--- src/shared/acso_pkg.sv ---
// Constants shared by the converter start and overtemperature control.
// Assumes a single 25 MHz clock and a synchronous, active-low reset.
package acso_pkg;

  // ---------------------------------------------------------------
  // Clock and timing
  // ---------------------------------------------------------------
  localparam int unsigned CLK_PERIOD_NS = 40;
  localparam int unsigned PU_TIME_NS    = 4000;
  localparam int unsigned AIN_CONV_NS   = 15000;
  localparam int unsigned TEMP_CONV_NS  = 30000;
  // The far side must leave this much track time between conversions.
  localparam int unsigned ACQ_TIME_NS   = 400;

  localparam int unsigned TMR_W = 10;

  // Least times round up to whole cycles.
  localparam logic [TMR_W-1:0] PU_CYCLES   =
    TMR_W'((PU_TIME_NS + CLK_PERIOD_NS - 1) / CLK_PERIOD_NS);
  localparam logic [TMR_W-1:0] AIN_CYCLES  =
    TMR_W'((AIN_CONV_NS + CLK_PERIOD_NS - 1) / CLK_PERIOD_NS);
  localparam logic [TMR_W-1:0] TEMP_CYCLES =
    TMR_W'((TEMP_CONV_NS + CLK_PERIOD_NS - 1) / CLK_PERIOD_NS);
  localparam logic [TMR_W-1:0] ACQ_CYCLES  =
    TMR_W'((ACQ_TIME_NS + CLK_PERIOD_NS - 1) / CLK_PERIOD_NS);

  // ---------------------------------------------------------------
  // Channels, data layout and reset values
  // ---------------------------------------------------------------
  localparam int unsigned     CH_W      = 3;
  localparam logic [CH_W-1:0] CH_TEMP   = 3'h0;
  localparam logic [CH_W-1:0] CH_AIN    = 3'h4;
  localparam int unsigned     RES_W     = 10;
  localparam int unsigned     SETP_W    = 8;
  // Whole-degree part of the temperature code sits in the top bits.
  localparam int unsigned     DEG_LSB   = 2;
  localparam logic [RES_W-1:0] RST_RESULT = 10'h000;
  localparam logic [CH_W-1:0]  RST_CHAN   = 3'h0;

  typedef enum logic [1:0] {
    ACSO_IDLE    = 2'h0,
    ACSO_PWRUP   = 2'h1,
    ACSO_WAIT_LO = 2'h3,
    ACSO_CONVERT = 2'h2
  } acso_state_t;

endpackage : acso_pkg

--- src/shared/acso_timer_if.sv ---
// Handshake between the sequencer and its shared down-counting timer.
// Both ends run on the same clock.
`timescale 1ns/1ps
interface acso_timer_if;
  logic                       start;
  logic [acso_pkg::TMR_W-1:0] load;
  logic                       expired;

  modport ctrl  (output start, output load, input expired);
  modport timer (input start, input load, output expired);
endinterface : acso_timer_if

--- src/design/acso_ctrl.sv ---
// Convert-start sequencing, track-and-hold control and overtemperature flag.
// Assumes the channel and setpoint come from configuration logic on this
// clock, the converter code is valid when the conversion time has run, and
// the convert-start pin is asynchronous.
`timescale 1ns/1ps

// Contract
// Rising start edge powers up for 4 us.
// Long pulse: hold and convert at falling edge.
// Short pulse: timer delays hold until powered.
// End of conversion returns to track.
// Channel 0 result above setpoint sets flag.
// Serial read end clears open-drain flag.
// Host selects channel 4 for external input.
// Host waits acquisition time before next start.
// Acquisition time is 400 ns.
// Result after 15 us, or 30 us temperature.
// Start edges during conversion are ignored.
module acso_ctrl (
  // Clock and reset
  input  wire logic                           clock_i,
  input  wire logic                           nrst_i,
  // Convert-start pin
  input  wire logic                           convert_start_pulse_i,
  // Configuration and serial interface
  input  wire logic [acso_pkg::CH_W-1:0]      channel_sel_i,
  input  wire logic [acso_pkg::SETP_W-1:0]    over_temp_setpoint_i,
  input  wire logic                           serial_read_done_i,
  // Converter core
  input  wire logic [acso_pkg::RES_W-1:0]     adc_code_i,
  output logic                                power_up_o,
  output logic                                hold_o,
  output logic                                conv_done_o,
  output logic [acso_pkg::RES_W-1:0]          result_o,
  output logic [acso_pkg::CH_W-1:0]           result_chan_o,
  // Overtemperature pin, open drain
  input  wire logic                           over_temp_flag_i,
  output logic                                over_temp_flag_o,
  output logic                                over_temp_flag_oe_o
);
  import acso_pkg::*;

  // ---------------------------------------------------------------
  // Pin synchroniser and edge detection
  // ---------------------------------------------------------------
  logic cs_s1, cs_s2, cs_s3;
  logic cs_rise, cs_fall;

  always_ff @(posedge clock_i) begin
    if (!nrst_i) begin
      cs_s1 <= 1'b0;
      cs_s2 <= 1'b0;
      cs_s3 <= 1'b0;
    end else begin
      cs_s1 <= convert_start_pulse_i;
      cs_s2 <= cs_s1;
      cs_s3 <= cs_s2;
    end
  end

  assign cs_rise = cs_s2 & ~cs_s3;
  assign cs_fall = ~cs_s2 & cs_s3;

  // ---------------------------------------------------------------
  // Sequencer
  // ---------------------------------------------------------------
  acso_timer_if tif ();

  acso_timer u_timer (
    .clock_i (clock_i),
    .nrst_i  (nrst_i),
    .tif     (tif)
  );

  acso_state_t      state, next_state;
  logic             fell_seen, next_fell_seen;
  logic [CH_W-1:0]  chan, next_chan;
  logic             next_power_up, next_hold, next_done;
  logic [RES_W-1:0] next_result;
  logic [CH_W-1:0]  next_result_chan;
  logic             flag, next_flag;
  logic             capture;
  logic             temp_over;

  // Signed whole-degree compare against the signed setpoint.
  assign temp_over = $signed(adc_code_i[RES_W-1:DEG_LSB]) > $signed(over_temp_setpoint_i);

  always_comb begin
    next_state     = state;
    next_fell_seen = fell_seen;
    next_chan      = chan;
    next_power_up  = power_up_o;
    next_hold      = hold_o;
    next_done      = 1'b0;
    next_result    = result_o;
    next_result_chan = result_chan_o;
    capture        = 1'b0;
    tif.start      = 1'b0;
    tif.load       = PU_CYCLES;
    case (state)
      ACSO_IDLE: begin
        if (cs_rise) begin
          next_state     = ACSO_PWRUP;
          next_power_up  = 1'b1;
          next_fell_seen = 1'b0;
          tif.start      = 1'b1;
        end
      end
      ACSO_PWRUP: begin
        if (cs_fall) begin
          next_fell_seen = 1'b1;
        end
        if (tif.expired) begin
          if (fell_seen || cs_fall) begin
            next_state = ACSO_CONVERT;
            next_hold  = 1'b1;
            next_chan  = channel_sel_i;
            tif.start  = 1'b1;
            tif.load   = (channel_sel_i == CH_TEMP) ? TEMP_CYCLES : AIN_CYCLES;
          end else begin
            next_state = ACSO_WAIT_LO;
          end
        end
      end
      ACSO_WAIT_LO: begin
        if (cs_fall) begin
          next_state = ACSO_CONVERT;
          next_hold  = 1'b1;
          next_chan  = channel_sel_i;
          tif.start  = 1'b1;
          tif.load   = (channel_sel_i == CH_TEMP) ? TEMP_CYCLES : AIN_CYCLES;
        end
      end
      ACSO_CONVERT: begin
        // Edges here are deliberately dropped so the running result stays intact.
        if (tif.expired) begin
          next_state    = ACSO_IDLE;
          next_hold     = 1'b0;
          next_power_up = 1'b0;
          next_done     = 1'b1;
          next_result   = adc_code_i;
          next_result_chan = chan;
          capture       = 1'b1;
        end
      end
      default: begin
        next_state = ACSO_IDLE;
      end
    endcase
  end

  // A new excursion wins over a serial read landing in the same cycle.
  always_comb begin
    next_flag = flag;
    if (serial_read_done_i) begin
      next_flag = 1'b0;
    end
    if (capture && chan == CH_TEMP && temp_over) begin
      next_flag = 1'b1;
    end
  end

  always_ff @(posedge clock_i) begin
    if (!nrst_i) begin
      state               <= ACSO_IDLE;
      fell_seen           <= 1'b0;
      chan                <= RST_CHAN;
      power_up_o          <= 1'b0;
      hold_o              <= 1'b0;
      conv_done_o         <= 1'b0;
      result_o            <= RST_RESULT;
      result_chan_o       <= RST_CHAN;
      flag                <= 1'b0;
      over_temp_flag_o    <= 1'b0;
      over_temp_flag_oe_o <= 1'b0;
    end else begin
      state               <= next_state;
      fell_seen           <= next_fell_seen;
      chan                <= next_chan;
      power_up_o          <= next_power_up;
      hold_o              <= next_hold;
      conv_done_o         <= next_done;
      result_o            <= next_result;
      result_chan_o       <= next_result_chan;
      flag                <= next_flag;
      over_temp_flag_o    <= 1'b0;
      over_temp_flag_oe_o <= next_flag;
    end
  end

  // ---------------------------------------------------------------
  // Assertions
  // ---------------------------------------------------------------
  logic [TMR_W-1:0] pu_age;
  logic [TMR_W-1:0] hold_age;

  always_ff @(posedge clock_i) begin
    if (!nrst_i) begin
      pu_age   <= '0;
      hold_age <= '0;
    end else begin
      pu_age   <= power_up_o ? pu_age + TMR_W'(1) : '0;
      hold_age <= hold_o ? hold_age + TMR_W'(1) : '0;
    end
  end
endmodule : acso_ctrl

--- src/design/acso_timer.sv ---
// One-shot down counter: a start loads a length of N cycles, and expired
// is high in the last of those N cycles. Same clock as the sequencer.
`timescale 1ns/1ps
module acso_timer (
  // Clock and reset
  input  wire logic   clock_i,
  input  wire logic   nrst_i,
  // Sequencer side
  acso_timer_if.timer tif
);
  import acso_pkg::*;

  logic [TMR_W-1:0] cnt;
  logic [TMR_W-1:0] next_cnt;

  always_comb begin
    next_cnt = cnt;
    if (tif.start) begin
      next_cnt = tif.load;
    end else if (cnt != '0) begin
      next_cnt = cnt - TMR_W'(1);
    end
  end

  always_ff @(posedge clock_i) begin
    if (!nrst_i) begin
      cnt <= '0;
    end else begin
      cnt <= next_cnt;
    end
  end

  assign tif.expired = (cnt == TMR_W'(1));

endmodule : acso_timer

--- config.mk ---
export PLATFORM = sky130hd
export DESIGN_NAME = acso_ctrl
export DESIGN_NICKNAME = d
export VERILOG_FILES = /design/src/shared/acso_pkg.sv /design/src/shared/acso_timer_if.sv /design/src/design/acso_ctrl.sv /design/src/design/acso_timer.sv
export SDC_FILE = /design/constraint.sdc
export NUM_CORES = 1
export LEC_CHECK = 0
export BUFFER_PORTS_ARGS = -buffer_cell sky130_fd_sc_hd__buf_2
export CORE_MARGIN = 3
export CORE_UTILIZATION = 40
export DETAILED_ROUTE_END_ITERATION = 12
export PLACE_DENSITY = 0.65
export REMOVE_ABC_BUFFERS = 1
export SKIP_CTS_REPAIR_TIMING = 1
export SLEW_MARGIN = 25
export SYNTH_ARGS = -nofsm -noshare
export SYNTH_HDL_FRONTEND = slang
export SYNTH_SLANG_ARGS = --single-unit
--- constraint.sdc ---
create_clock -name clock_i -period 1.7 [get_ports clock_i]
set_input_delay 0.34 -clock clock_i [delete_from_list [all_inputs] [get_ports clock_i]]
set_output_delay 0.34 -clock clock_i [all_outputs]
set_load 0.03 [all_outputs]
==> results.py <==
metrics = {
    "place": {
        "io_buffers": 41,
        "hpwlAfterDp_um": 3080,
        "placed_cells": 315,
        "routabilityCongestion": 0.791,
    },
    "die": {
        "num_io_pins": 44,
        "num_rows": 23,
        "die_area_um2": 5320,
        "core-area_um2": 4140,
        "start_util_pct": 43.2,
        "die_w_um": 72.9,
        "fp.dieH_um": 72.9,
    },
    "final_layout": {
        "num_antenna_cells": 0,
        "nNetsFinal": 314,
        "instances_no_fill": 327,
        "area_delta_synth_final_pct": 34.7,
        "drive_gt1_share_pct": 37.2,
        "n_fill_cell": 376,
    },
    "sta": {
        "max_freq_mhz": 573,
        "slew_viol_final": 0,
        "period_share_pct": 103,
        "fin_skew_ps": 5.82,
        "fin_crit_ps": 1740,
        "rsz0062_at_grt": "yes",
        "setup_slack_ps": -44.0,
        "setup-violations-final": 15,
        "holdWs_ps": 258,
        "hold_viol": 0,
    },
    "synth": {
        "synth_edf_count": 0,
        "synth_cell_types": 46,
        "ys_seq_elements": 36,
        "seq_area_frac_synth_pct": 40.3,
        "synth_top_area_share_pct": 40.3,
        "ys_warn_count": 0,
        "yosys.area.top_type": "dfxtp_1",
        "synth_ff_type": "dfxtp_1",
        "syn_avg_cell_area_um2": 8.73,
        "syn_area_um2": 1790,
        "syn_inst": 205,
        "yosys-top-cells-area": "dfxtp_1, ha_1, nand2_1",
        "async_reset_ff_share_pct": 0,
    },
    "worst_setup_path": {
        "end_kind": "flip-flop",
        "critPathKind": "flip-flop to flip-flop",
        "path_max_fanout": 5,
        "arrival_ps": 1910,
        "worstSetupStartpointType": "flip-flop",
        "r2r_cells": 6,
        "cp.required_ps": 1860,
    },
    "routing": {
        "viasPerCell": 5.06,
        "drt-wirelength-per-cell_um": 12.8,
        "antenna_left": 0,
        "route.vias.total": 1655,
        "drt_iter0_markers": 37,
        "firstDrtPassIters": 6,
        "drc": 0,
        "routed_wl_um": 4200,
    },
    "cts": {
        "htree_levels": 2,
        "clk_pin_slew_ps": 70,
        "cts_sinks": 36,
        "cts_buffers": 5,
        "cts_buffer_depth": 2,
        "cts_tree": "built",
        "cts-root-buf": "clkbuf_8",
        "clk_latency_ps": 290,
    },
    "grt": {
        "grt_pass1_wl_um": 6680,
        "grt_pass1_vias": 1524,
        "grt_max_degree": 27,
        "globalRoute.totalOverflow": 0,
        "grt_use_total_pct": 16.3,
        "grt_antenna_before_repair": 0,
    },
    "pwr": {
        "p_leak_nw": 1.10,
        "p_per_area_nw_per_um2": 1380,
        "ir_drop_v": 0.000686,
        "fin_total_pwr_w": 0.00332,
    },
    "min_path": {
        "hold_depth": 2,
        "hold_class": "input port to flip-flop",
    },
    "flow_run": {
        "cap_violations": 0,
    },
    "outcome": {
        "status": "finished, violations left",
        "violations": "negative setup slack",
    },
}
[cell usage after synthesis (2+ instances only)]
cell type	n
a211oi_1	2
a21o_1	3
a21oi_1	21
a31o_2	3
a31oi_1	2
and2_1	3
buf_2	2
buf_6	3
clkbuf_1	3
dfxtp_1	36
ha_1	11
inv_1	14
mux2i_1	4
nand2_1	33
nand3_1	6
nand4_1	2
nor2_1	12
nor2b_1	2
nor3_1	4
nor3b_1	3
nor4_1	2
nor4_4	2
o21ai_0	3
or2_1	2
or3_1	2
or4_4	2
xnor2_1	3
xor2_1	2
[worst paths after layout]
check | to | slack [ps] | from
worst max-delay path | result_o[6] | -40 | u_timer.cnt[7]
worst min-delay path | cs_s1 | 260 | convert_start_pulse_i
worst max register to register | result_o[6] | -40 | u_timer.cnt[7]
worst min register to register | cs_s2 | 450 | cs_s1
[registers in the layout, summed over array words and instances, names as in the netlist, 2 cells and up]
register,cells
result_o,10
u_timer.cnt,10
chan,3
result_chan_o,3
state,2
[layout make-up]
class / instances / area [µm²] / share of cell area [%]
inverters: 15 / 56.3 / 2.33
repair buffers: 75 / 493 / 20.4
clock inverters: 1 / 5.00 / 0.207
clock buffers: 6 / 72.6 / 3.01
well taps: 50 / 62.6 / 2.59
multi-input cells: 144 / 997 / 41.3
flip-flops and latches: 36 / 726 / 30.1
[cell usage in the layout (no fill, tap or decap), types with 3 or more instances in the layout]
cell type | Yosys | final
a21o_1 | 3 | 3
a21oi_1 | 21 | 21
a31o_2 | 3 | 3
and2_1 | 3 | 3
buf_2 | 2 | 41
buf_4 | 1 | 30
clkbuf_8 | 0 | 5
dfxtp_1 | 36 | 32
dfxtp_2 | 0 | 4
ha_1 | 11 | 10
inv_1 | 14 | 13
mux2i_1 | 4 | 4
nand2_1 | 33 | 33
nand3_1 | 6 | 6
nor2_1 | 12 | 12
nor3_1 | 4 | 4
nor4_4 | 2 | 3
[layer usage]
layer,vias up,routed length [µm],GRT usage (%)
li1,851,-,-
met1,767,1910,20.3
met2,32,2070,26.8
met3,5,156,3.72
met4,0,57,7.38
met5,-,0,0
[stage by stage]
| stage | util (%) | worst slack, ps | instance area, µm² | TNS (ps) |
|---|---|---|---|---|
| after CTS | 55.2 | -60.4 | 2290 | -342 |
| after floorplan | - | -331 | 1710 | -2830 |
| after global routing | 58.2 | -152 | 2410 | -2610 |
| after detailed placement | 53.4 | -44.8 | 2210 | -227 |
| final | 58.2 | -44.0 | 2410 | -553 |
| after global placement | 53.4 | -31.9 | 2210 | -140 |
[logic make-up after synthesis]
group	synth area share, %
flops	40.3
compound gates	14.4
buf+inv	7.48
xor+xnor	2.45
simple gates	24.7
fa+ha+maj	7.69
other cells	0.209
mux	2.87
[critical path, cell delays in order, from the launching register on]
cell and delay (ps):
dfxtp_2 340, nor4_4 320, nand2_2 130, or4_4 550, buf_4 170, nand2_1 60, a21oi_1 50
[report_power, final]
group | leakage (nW) | internal [W] | switching (W) | total [W]
Clock | 0.0410 | 0.000278 | 0.000276 | 0.000554
Sequential | 0.294 | 0.000980 | 0.000152 | 0.00113
Combinational | 0.764 | 0.000921 | 0.000711 | 0.00163
Note: power is estimated with default switching activity, not from simulation.
